### config.mk
export PLATFORM = sky130hd
export DESIGN_NAME = link_fault_signaling
export DESIGN_NICKNAME = d
export VERILOG_FILES = /design/src/hdl/lfs_pkg.sv /design/src/hdl/fault_status_if.sv /design/src/hdl/fault_decide.sv /design/src/hdl/link_fault_signaling.sv /design/src/hdl/rx_fault_detect.sv
export SDC_FILE = /design/constraint.sdc
export NUM_CORES = 1
export LEC_CHECK = 0
export CORE_AREA = 2 2 132 134
export DETAILED_ROUTE_END_ITERATION = 6
export DIE_AREA = 0 0 134 136
export DONT_BUFFER_PORTS = 1
export SLEW_MARGIN = 30
export SYNTH_ARGS = -nofsm -noshare
export SYNTH_HDL_FRONTEND = slang
export SYNTH_SLANG_ARGS = --single-unit
### constraint.sdc
create_clock -name aclk -period 2.25 [get_ports aclk]
set_input_delay 0 -clock aclk [delete_from_list [all_inputs] [get_ports aclk]]
set_output_delay 0 -clock aclk [all_outputs]
set_load 0.03 [all_outputs]
### src/hdl/lfs_pkg.sv
// package for the link fault signaling block: register map, field positions, reset values
// assumes a 32-bit AXI4-Lite register bus with byte addresses
package lfs_pkg;
    // 0x405 is not word aligned: kept as an index, byte address is four times it
    localparam logic [11:0] LINK_FAULT_CONFIG_IDX = 12'h405;
    localparam logic [11:0] INT_STATUS_IDX        = 12'h406;
    localparam logic [11:0] INT_MASK_IDX          = 12'h407;
    localparam logic [11:0] LINK_STATUS_IDX       = 12'h408;
    localparam logic [13:0] LINK_FAULT_CONFIG_ADDR = {LINK_FAULT_CONFIG_IDX, 2'b00};
    localparam logic [13:0] INT_STATUS_ADDR        = {INT_STATUS_IDX, 2'b00};
    localparam logic [13:0] INT_MASK_ADDR          = {INT_MASK_IDX, 2'b00};
    localparam logic [13:0] LINK_STATUS_ADDR       = {LINK_STATUS_IDX, 2'b00};

    localparam int CFG_ENABLE_BIT = 0;
    localparam int CFG_UNIDIR_BIT = 1;
    localparam int CFG_COMPAT_BIT = 2;
    localparam int CFG_FORCE_BIT  = 3;
    localparam logic [3:0] LINK_FAULT_CONFIG_RST = 4'h0;
    localparam logic [3:0] INT_MASK_RST          = 4'h0;

    // status event bits
    localparam int EV_LF_SET = 0;
    localparam int EV_LF_CLR = 1;
    localparam int EV_RF_SET = 2;
    localparam int EV_RF_CLR = 3;

    localparam logic [1:0] RESP_OKAY   = 2'b00;
    localparam logic [1:0] RESP_SLVERR = 2'b10;

    // xgmii control characters and ordered set words
    localparam logic [7:0] CH_IDLE   = 8'h07;
    localparam logic [7:0] CH_SEQ    = 8'h9c;
    localparam logic [7:0] CH_TERM   = 8'hfd;
    localparam logic [7:0] SEQ_LOCAL  = 8'h01;
    localparam logic [7:0] SEQ_REMOTE = 8'h02;

    typedef enum logic [1:0] { TX_PASS, TX_IDLE, TX_RF, TX_DATA_RF } tx_action_e;
endpackage : lfs_pkg

### src/hdl/fault_status_if.sv
// interface carrying the receive fault status and the transmit decision
// assumes one clock shared by all users
`timescale 1ns/1ps
interface fault_status_if;
    import lfs_pkg::*;
    logic       local_fault_condition;
    logic       remote_fault_condition;
    tx_action_e action;
    modport rx  (output local_fault_condition, output remote_fault_condition);
    modport dec (input local_fault_condition, input remote_fault_condition, output action);
    modport tx  (input action);
endinterface : fault_status_if

### src/hdl/fault_decide.sv
// combinational transmit decision from configuration bits and live fault status
// assumes the status arrives already clean on aclk
`timescale 1ns/1ps
module fault_decide
    import lfs_pkg::*;
(
    input  wire logic [3:0] cfg,
    fault_status_if.dec     st
);
    always_comb begin
        st.action = TX_PASS;
        if (!cfg[CFG_ENABLE_BIT]) begin
            st.action = TX_PASS;
        end else if (cfg[CFG_FORCE_BIT]) begin
            st.action = TX_RF;
        end else if (cfg[CFG_UNIDIR_BIT]) begin
            if (cfg[CFG_COMPAT_BIT])
                st.action = TX_PASS;
            else if (st.local_fault_condition)
                st.action = TX_DATA_RF;
            else
                st.action = TX_PASS;
        end else begin
            if (st.local_fault_condition)
                st.action = TX_RF;
            else if (st.remote_fault_condition)
                st.action = TX_IDLE;
            else
                st.action = TX_PASS;
        end
    end
endmodule : fault_decide

### src/hdl/link_fault_signaling.sv
// top of the link fault signaling block: register slave, fault decision, transmit column mux
// assumes AXI4-Lite master on aclk, client tx columns ready on every cycle
//
// Summary of operation
// - fault status outputs follow the live link, independent of configuration.
// - bit 0 clear: send data and idles, never remote fault.
// - bits 0 and 3 set: stop data, send remote fault only.
// - unidirectional with bit 2 clear, local fault: keep data, idle column after end, send remote fault.
// - unidirectional, remote or no fault: data and idles, no remote fault.
// - bidirectional, remote fault: stop data, idles only.
// - bidirectional, no fault: normal data and idles.
// - nonzero ordered set type codes are not flagged as errors.
// - bidirectional, local fault: stop data, send remote fault continuously.
// - no fault detection while unaligned or under high error rate.
`timescale 1ns/1ps
module link_fault_signaling
    import lfs_pkg::*;
#(
    parameter int HOLD_COLUMNS = 128
) (
    input  wire logic        aclk,
    input  wire logic        aresetn,
    input  wire logic [15:0] s_axi_awaddr,
    input  wire logic        s_axi_awvalid,
    output logic             s_axi_awready,
    input  wire logic [31:0] s_axi_wdata,
    input  wire logic [3:0]  s_axi_wstrb,
    input  wire logic        s_axi_wvalid,
    output logic             s_axi_wready,
    output logic [1:0]       s_axi_bresp,
    output logic             s_axi_bvalid,
    input  wire logic        s_axi_bready,
    input  wire logic [15:0] s_axi_araddr,
    input  wire logic        s_axi_arvalid,
    output logic             s_axi_arready,
    output logic [31:0]      s_axi_rdata,
    output logic [1:0]       s_axi_rresp,
    output logic             s_axi_rvalid,
    input  wire logic        s_axi_rready,
    input  wire logic        rx_valid,
    input  wire logic [63:0] rx_data,
    input  wire logic [7:0]  rx_ctrl,
    input  wire logic        rx_aligned,
    input  wire logic        rx_hi_ber,
    input  wire logic [63:0] client_tx_data,
    input  wire logic [7:0]  client_tx_ctrl,
    output logic [63:0]      tx_data,
    output logic [7:0]       tx_ctrl,
    output logic             local_fault_status,
    output logic             remote_fault_status,
    output logic             irq
);
    fault_status_if st ();

    logic [3:0]  cfg_q;
    logic [3:0]  int_status_q;
    logic [3:0]  int_mask_q;
    logic        lf_prev_q;
    logic        rf_prev_q;
    logic [3:0]  events;
    logic        aw_held_q;
    logic        w_held_q;
    logic [15:0] aw_addr_q;
    logic [31:0] w_data_q;
    logic [3:0]  w_strb_q;
    logic        do_write;
    logic        tx_has_term;
    logic        idle_pending_q;
    tx_action_e  action;

    // ************************************************************
    // receive fault detection
    // ************************************************************
    rx_fault_detect #(.HOLD_COLUMNS(HOLD_COLUMNS)) u_rx (
        .aclk       (aclk),
        .aresetn    (aresetn),
        .rx_valid   (rx_valid),
        .rx_data    (rx_data),
        .rx_ctrl    (rx_ctrl),
        .rx_aligned (rx_aligned),
        .rx_hi_ber  (rx_hi_ber),
        .st         (st)
    );

    // ************************************************************
    // transmit decision
    // ************************************************************
    fault_decide u_dec (
        .cfg (cfg_q),
        .st  (st)
    );
    assign action = st.action;

    // ************************************************************
    // register bus
    // ************************************************************
    function automatic logic [31:0] read_word(input logic [15:0] addr, input logic [3:0] cfg,
                                              input logic [3:0] sts, input logic [3:0] msk,
                                              input logic lf, input logic rf);
        unique case (addr[15:2])
            LINK_FAULT_CONFIG_IDX: read_word = {28'h0000000, cfg};
            INT_STATUS_IDX:        read_word = {28'h0000000, sts};
            INT_MASK_IDX:          read_word = {28'h0000000, msk};
            LINK_STATUS_IDX:       read_word = {30'h00000000, rf, lf};
            default:               read_word = 32'h00000000;
        endcase
    endfunction : read_word

    function automatic logic is_mapped(input logic [15:0] addr);
        is_mapped = addr[15:2] == LINK_FAULT_CONFIG_IDX || addr[15:2] == INT_STATUS_IDX ||
                    addr[15:2] == INT_MASK_IDX || addr[15:2] == LINK_STATUS_IDX;
    endfunction : is_mapped

    assign do_write = aw_held_q && w_held_q && !s_axi_bvalid;

    always_ff @(posedge aclk) begin
        if (!aresetn) begin
            aw_held_q     <= 1'b0;
            s_axi_awready <= 1'b0;
            aw_addr_q     <= 16'h0000;
        end else begin
            s_axi_awready <= !aw_held_q && !s_axi_awready && s_axi_awvalid;
            if (s_axi_awvalid && s_axi_awready) begin
                aw_held_q <= 1'b1;
                aw_addr_q <= s_axi_awaddr;
            end else if (do_write) begin
                aw_held_q <= 1'b0;
            end
        end
    end

    always_ff @(posedge aclk) begin
        if (!aresetn) begin
            w_held_q     <= 1'b0;
            s_axi_wready <= 1'b0;
            w_data_q     <= 32'h00000000;
            w_strb_q     <= 4'h0;
        end else begin
            s_axi_wready <= !w_held_q && !s_axi_wready && s_axi_wvalid;
            if (s_axi_wvalid && s_axi_wready) begin
                w_held_q <= 1'b1;
                w_data_q <= s_axi_wdata;
                w_strb_q <= s_axi_wstrb;
            end else if (do_write) begin
                w_held_q <= 1'b0;
            end
        end
    end

    always_ff @(posedge aclk) begin
        if (!aresetn) begin
            s_axi_bvalid <= 1'b0;
            s_axi_bresp  <= RESP_OKAY;
        end else if (do_write) begin
            s_axi_bvalid <= 1'b1;
            s_axi_bresp  <= is_mapped(aw_addr_q) ? RESP_OKAY : RESP_SLVERR;
        end else if (s_axi_bready) begin
            s_axi_bvalid <= 1'b0;
        end
    end

    always_ff @(posedge aclk) begin
        if (!aresetn) begin
            cfg_q      <= LINK_FAULT_CONFIG_RST;
            int_mask_q <= INT_MASK_RST;
        end else if (do_write && w_strb_q[0]) begin
            if (aw_addr_q[15:2] == LINK_FAULT_CONFIG_IDX) cfg_q <= w_data_q[3:0];
            if (aw_addr_q[15:2] == INT_MASK_IDX)          int_mask_q <= w_data_q[3:0];
        end
    end

    always_ff @(posedge aclk) begin
        if (!aresetn) begin
            s_axi_arready <= 1'b0;
            s_axi_rvalid  <= 1'b0;
            s_axi_rdata   <= 32'h00000000;
            s_axi_rresp   <= RESP_OKAY;
        end else begin
            s_axi_arready <= !s_axi_arready && !s_axi_rvalid && s_axi_arvalid;
            if (s_axi_arvalid && s_axi_arready) begin
                s_axi_rvalid <= 1'b1;
                s_axi_rdata  <= read_word(s_axi_araddr, cfg_q, int_status_q, int_mask_q,
                                          st.local_fault_condition, st.remote_fault_condition);
                s_axi_rresp  <= is_mapped(s_axi_araddr) ? RESP_OKAY : RESP_SLVERR;
            end else if (s_axi_rready) begin
                s_axi_rvalid <= 1'b0;
            end
        end
    end

    // ************************************************************
    // interrupts
    // ************************************************************
    assign events = {rf_prev_q && !st.remote_fault_condition, !rf_prev_q && st.remote_fault_condition,
                     lf_prev_q && !st.local_fault_condition, !lf_prev_q && st.local_fault_condition};

    always_ff @(posedge aclk) begin
        if (!aresetn) begin
            lf_prev_q    <= 1'b0;
            rf_prev_q    <= 1'b0;
            int_status_q <= 4'h0;
            irq          <= 1'b0;
        end else begin
            lf_prev_q <= st.local_fault_condition;
            rf_prev_q <= st.remote_fault_condition;
            // new events win over a write-one clear in the same cycle
            if (do_write && w_strb_q[0] && aw_addr_q[15:2] == INT_STATUS_IDX)
                int_status_q <= (int_status_q & ~w_data_q[3:0]) | events;
            else
                int_status_q <= int_status_q | events;
            irq <= |(int_status_q & int_mask_q);
        end
    end

    // ************************************************************
    // status outputs and transmit column mux
    // ************************************************************
    // registered live status
    always_ff @(posedge aclk) begin
        if (!aresetn) begin
            local_fault_status  <= 1'b0;
            remote_fault_status <= 1'b0;
        end else begin
            local_fault_status  <= st.local_fault_condition;
            remote_fault_status <= st.remote_fault_condition;
        end
    end

    assign tx_has_term = |(client_tx_ctrl & {client_tx_data[63:56] == CH_TERM, client_tx_data[55:48] == CH_TERM,
                                             client_tx_data[47:40] == CH_TERM, client_tx_data[39:32] == CH_TERM,
                                             client_tx_data[31:24] == CH_TERM, client_tx_data[23:16] == CH_TERM,
                                             client_tx_data[15:8] == CH_TERM, client_tx_data[7:0] == CH_TERM});

    // in TX_DATA_RF an all-control idle column may be replaced by a remote fault ordered set; data columns never are
    always_ff @(posedge aclk) begin
        if (!aresetn) begin
            tx_data        <= {8{CH_IDLE}};
            tx_ctrl        <= 8'hff;
            idle_pending_q <= 1'b0;
        end else begin
            unique case (action)
                TX_PASS: begin
                    tx_data        <= client_tx_data;
                    tx_ctrl        <= client_tx_ctrl;
                    idle_pending_q <= 1'b0;
                end
                TX_IDLE: begin
                    tx_data        <= {8{CH_IDLE}};
                    tx_ctrl        <= 8'hff;
                    idle_pending_q <= 1'b0;
                end
                TX_RF: begin
                    tx_data        <= {SEQ_REMOTE, 16'h0000, CH_SEQ, SEQ_REMOTE, 16'h0000, CH_SEQ};
                    tx_ctrl        <= 8'h11;
                    idle_pending_q <= 1'b0;
                end
                TX_DATA_RF: begin
                    if (client_tx_ctrl == 8'hff && !idle_pending_q) begin
                        tx_data <= {SEQ_REMOTE, 16'h0000, CH_SEQ, SEQ_REMOTE, 16'h0000, CH_SEQ};
                        tx_ctrl <= 8'h11;
                    end else begin
                        tx_data <= client_tx_data;
                        tx_ctrl <= client_tx_ctrl;
                    end
                    idle_pending_q <= tx_has_term;
                end
            endcase
        end
    end
endmodule : link_fault_signaling

### src/hdl/rx_fault_detect.sv
// receive side fault detector: watches 64-bit xgmii columns for sequence ordered sets
// assumes data arrive synchronous to aclk with one 8-bit control mask per word
`timescale 1ns/1ps
module rx_fault_detect
    import lfs_pkg::*;
#(
    parameter int HOLD_COLUMNS = 128
) (
    input  wire logic        aclk,
    input  wire logic        aresetn,
    input  wire logic        rx_valid,
    input  wire logic [63:0] rx_data,
    input  wire logic [7:0]  rx_ctrl,
    input  wire logic        rx_aligned,
    input  wire logic        rx_hi_ber,
    fault_status_if.rx       st
);
    if (HOLD_COLUMNS < 2 || HOLD_COLUMNS > 65535) begin : g_hold_check
        $error("HOLD_COLUMNS out of range");
    end

    logic        seq_lane0;
    logic        is_lf;
    logic        is_rf;
    logic [15:0] quiet_q;
    logic        lf_q;
    logic        rf_q;

    assign seq_lane0 = rx_ctrl[0] && rx_data[7:0] == CH_SEQ;
    assign is_lf     = seq_lane0 && rx_data[31:24] == SEQ_LOCAL;
    assign is_rf     = seq_lane0 && rx_data[31:24] == SEQ_REMOTE;

    always_ff @(posedge aclk) begin
        if (!aresetn || !rx_aligned || rx_hi_ber) begin
            lf_q    <= 1'b0;
            rf_q    <= 1'b0;
            quiet_q <= 16'h0000;
        end else if (rx_valid) begin
            if (is_lf || is_rf) begin
                lf_q    <= is_lf;
                rf_q    <= is_rf;
                quiet_q <= 16'h0000;
            end else if (quiet_q == 16'(HOLD_COLUMNS - 1)) begin
                // status falls once no sequence has been seen for a while
                lf_q <= 1'b0;
                rf_q <= 1'b0;
            end else begin
                quiet_q <= quiet_q + 16'h0001;
            end
        end
    end

    assign st.local_fault_condition  = lf_q;
    assign st.remote_fault_condition = rf_q;
endmodule : rx_fault_detect

Word-level counts from Yosys, hierarchy flattened. Index checks and enable logic that the tools add are counted.

Flip-flop bits (word level): 170. Input bits: 222. Output and inout bits: 116.

Add/subtract/negate cells: 1. Eq/ne operators: 25. Multiplexer cells: 28. Bitwise gates (word level): 6. Reduce and logical (&&, ||, !) cells: 57.

Operators with widths (number): $pmux 64 s4 (1); $eq 14x11->1 const B (8); $eq 8x8->1 const B (10); $mux 64 (1); $mux 16 (2); $pmux 8 s4 (1); $logic_and 1x1->1 (21); $add 16x1->16 const B (1); $eq 16x7->1 const B (1); $mux 2 (8); $pmux 4 s4 (1); $logic_not 1->1 (14); $mux 1 (11); $reduce_bool 2->1 (5); $logic_or 1x1->1 (9); $and 4x4->4 (2); $and 8x8->8 (1); $eq 8x1->1 const B (1); $eq 8x2->1 const B (1); $mux 8 (1); $or 4x4->4 (2); $reduce_and 2->1 (4); $reduce_or 8->1 (1); $eq 2x2->1 const B (2); other kinds (8) (8).

Longest topological paths before layout.
Word-level depth: 8. Mapped depth: 7.

By module. From an unflattened synthesis, not the netlist that was laid out.

Cells, all modules: 621. Area total of the unflattened synthesis: 5640.4 µm².

By module, submodules not included: link_fault_signaling (times used 1, cells each 476, area each 4483.0 µm²); rx_fault_detect (times used 1, cells each 139, area each 1114.8 µm²); fault_decide (times used 1, cells each 6, area each 42.5 µm²).

Worst setup path before layout. OpenSTA, ideal clock, no wires.

Path type: register -> register. Start point: register u_rx.quiet_q[12]. End point: register u_rx.quiet_q[7]. Arrival time: 1.599 ns. Data required time: 2.118 ns. Setup slack: 0.519 ns. Cell stages (with the launch flop): 7. Buffers on the path: 1. Cell sequence: dfxtp_1 > or4_1 > nor3_2 > o2111a_2 > buf_4 > or3_1 > a21oi_1.

Word-level cells in the longest chain between the ends: 3.

Ends and longest elaborated chain: start, declared (line rx_fault_detect.sv:25) `logic [15:0] quiet_q;`; start signal, assigned (line rx_fault_detect.sv:48) `quiet_q <= quiet_q + 16'h0001;`; $eq 16x7->1 (line rx_fault_detect.sv:43) `end else if (quiet_q == 16'(HOLD_COLUMNS - 1)) begin`; $ne 2x1->1 (no line); $reduce_and 2->1 (no line).

No other way between the ends. A chain may end at the register's enable or synchronous reset.

Final worst setup path.
Start point: input s_axi_araddr[5]. End point: register s_axi_rdata[1].

Word-level cells in the longest chain between the ends: 2.

Ends and longest elaborated chain: start, declared (line link_fault_signaling.sv:33) `input wire logic [15:0] s_axi_araddr,`; $eq 14x11->1 (line link_fault_signaling.sv:100) `unique case (addr[15:2])`; $pmux 4 s4 * (line link_fault_signaling.sv:100); end signal, assigned (line link_fault_signaling.sv:182) `s_axi_rdata <= read_word(s_axi_araddr, cfg_q, int_status_q, int_mask_q,`; end, declared (line link_fault_signaling.sv:36) `output logic [31:0] s_axi_rdata,`.

Every way passes the cells marked *; elsewhere a longest branch is shown, timed or not.

==> impl_metrics.toml <==
[setup_path]
critical_path.max_fanout = 5
critPathTopFamily = "buffers and inverters"
cp_slowest_cell = "dlygate4sd3_1"
crit_required_ps = 2610
worstPathBufferInverterCount = 3
path_cells = "dlygate4sd3_1 > nor2b_4 > nand2_1 > or2_1 > a2bb2oi_1 > dlygate4sd3_1 > o21ai_1 > dlygate4sd3_1"
cp_common_cell = "dlygate4sd3_1"
arrival_ps = 2500
criticalPathCategory = "primary input to flip-flop"
cp-end-kind = "flip-flop"
slowest_delay_ps = 570
startpoint_type = "primary input"

[yosys]
synth.top_cells.by_area = "dfxtp_1 (51%), nand2_1 (8.3%), and3_1 (4.6%)"
syn_avg_cell_area_um2 = 8.88
synth_top_area_share_pct = 50.9
ys_ff_latch = 138
synth-edff-count = 0
synth_flop_cell = "dfxtp_1"
ys_async_sr_fraction_pct = 0
syn_area_um2 = 5430
syn_inst = 612
yosys.area.top_type = "dfxtp_1"
yosysWarnings = 0
synth_common_cells = "dfxtp_1 (138), nand2_1 (120), a21oi_1 (49)"
yosysUniqueCellTypes = 58
yosysMostFrequentCell = "dfxtp_1"
seq_area_frac_synth_pct = 50.9

[sta]
slew_headroom_pct = 43.5
hold_viol = 0
worst_slew_pin_slew_ps = 845
setup_viol = 0
setup_ws_ps = 103
finalCriticalPeriod_ps = 2150
period_share_pct = 95.4
clock_skew_ps = 8.63
fmax_mhz = 466
drv_slew = 0

[cts]
clk_latency_ps = 420
clk_pin_slew_ps = 70
cts_tree = "built"
cts.sinks = 138
cts_buffers = 17
h-tree-depth = 4
clock_path_buffers = 2
cts_setup_buffers = 0
root_buffer = "clkbuf_16"

[placement]
io_buffer_count = 0
dp_hpwl_um = 11100
place_ws_ps = 217
gp_congestion = 0.818
place_inst = 819

[grt]
overflow = 0
grt_pass1_wl_um = 25200
grt_antenna_before_repair = 1
grt_max_degree = 66
grt_pass1_vias = 4809
track_usage_pct = 17.8

[route]
vias = 4845
wl_per_cell_um = 17.2
drc_errors = 0
dr.pass1.iters = 4
wl_um = 16700
ant_nets = 0
drtIter0Drc = 209
viasPerCell = 5.01

[finish]
syn_to_final_growth_pct = 35.0
nNetsFinal = 952
fillCellCount = 1620
final_core_util_pct = 43.5
stdcell_count = 968
multi_input_area_um2 = 2450
drive_above_1_share_pct = 7.28
regArea_um2 = 2760

[die]
start_util_pct = 32.2
die_area_um2 = 18200
dieHeight_um = 136
die_w_um = 134
core_um2 = 16900
rows = 48
ios = 338

[power]
total_power_mw = 5.86
ir_drop_v = 0.000507
power.leakage_nw = 2.96
p_per_area_nw_per_um2 = 798

[hold_path]
hold_path.class = "primary input to flip-flop"

[run]
cap_violations = 0

[outcome]
status = "completed"
-- metal layers --
| layer | vias up | track usage, % | wire [um] | part of all wire, % |
|---|---|---|---|---|
| met5 | - | 0 | 0 | 0 |
| met4 | 0 | 7.51 | 380 | 2.3 |
| met3 | 20 | 5.29 | 1220 | 7.3 |
| met2 | 215 | 32.0 | 8460 | 51 |
| met1 | 2289 | 19.6 | 6620 | 40 |
| li1 | 2321 | - | - | - |
-- cell usage in the layout, fill, tap and decap left out, types with 6 or more instances in the layout --
| cell | Yosys | final |
|---|---|---|
| dfxtp_1 | 138 | 138 |
| nand2b_1 | 8 | 8 |
| o21ai_1 | 8 | 8 |
| or3_1 | 12 | 12 |
| mux2i_1 | 12 | 12 |
| dlygate4sd3_1 | 0 | 116 |
| buf_4 | 31 | 6 |
| conb_1 | 1 | 30 |
| a21o_1 | 7 | 7 |
| nand3_1 | 21 | 21 |
| o21ai_0 | 16 | 16 |
| nor3_1 | 7 | 7 |
| nand4_1 | 14 | 14 |
| clkbuf_16 | 0 | 17 |
| a21oi_1 | 49 | 49 |
| and3_1 | 40 | 40 |
| nor2b_1 | 13 | 12 |
| nor2_1 | 17 | 16 |
| nand2_1 | 120 | 120 |
-- worst min-delay path: stages --
cell	delay (ps)
nor2b_4	120
nand2_1	60
nor4_1	60
nand2_1	70
a31oi_1	70
-- per-stage QoR --
step           setup TNS (ps)  instance area, um2  hold WS (ps)
2_1_floorplan               0                5540           101
3_3_place_gp                0                5580           104
3_5_place_dp                0                5580           106
4_1_cts                     0                7320          9.36
5_1_grt                -0.545                7330          10.6
6_report                    0                7330          11.5
-- path summary, 6_finish.rpt --
| check | startpoint | endpoint | slack [ps] | cells past startpoint |
|---|---|---|---|---|
| worst max-delay path | s_axi_araddr[5] | s_axi_rdata[1] | 100 | 8 |
| worst min-delay path | s_axi_araddr[4] | s_axi_rdata[2] | 10 | 5 |
| worst max register to register | u_rx.st.remote_fault_condition | s_axi_rdata[1] | 140 | 6 |
| worst min register to register | aw_addr_q[6] | aw_addr_q[6] | 450 | 2 |
-- sequential cells by signal (all words and copies together), names as in the netlist, 4 cells and up --
register	cells
s_axi_rdata	4
cfg_q	4
w_data_q	4
tx_data	64
int_mask_q	4
u_rx.quiet_q	16
aw_addr_q	14
tx_ctrl	8
int_status_q	4
-- kinds of logic after synthesis --
family | Yosys count | share of synthesized area (%)
other | 1 | 0.0690
and+or+nand+nor | 294 | 28.4
DFF | 138 | 50.9
xor gates and xnor gates | 2 | 0.322
AOI/OAI and AO/OA | 104 | 11.4
muxes | 12 | 2.21
adders and majority gates | 1 | 0.230
buffers and inverters | 60 | 6.49
-- final cells by class --
cell class	instances	share of cell area, %
Clock inverter	14	1.88
Tap cell	225	3.84
Multi-Input combinational cell	443	33.4
Antenna cell	1	0.0341
Sequential cell	138	37.7
Timing Repair Buffer	124	17.0
Clock buffer	18	5.99
Inverter	5	0.256
-- timing repair --
| action | 4_1_cts | 5_1_grt |
|---|---|---|
| setup endpoints to repair | 0 | 2 |
| hold buffers | 116 | 0 |
| endpoints found under the hold margin | 132 | 0 |
| resized for setup | 0 | 3 |
-- power by group --
| part | leakage [nW] | internal (mW) | switching (mW) |
|---|---|---|---|
| registers | 1.13 | 2.53 | 0.196 |
| logic | 1.55 | 0.203 | 0.215 |
| clock network | 0.272 | 1.57 | 1.14 |
| total | 2.96 | 4.31 | 1.55 |
Note: power is estimated with default switching activity, not from simulation.
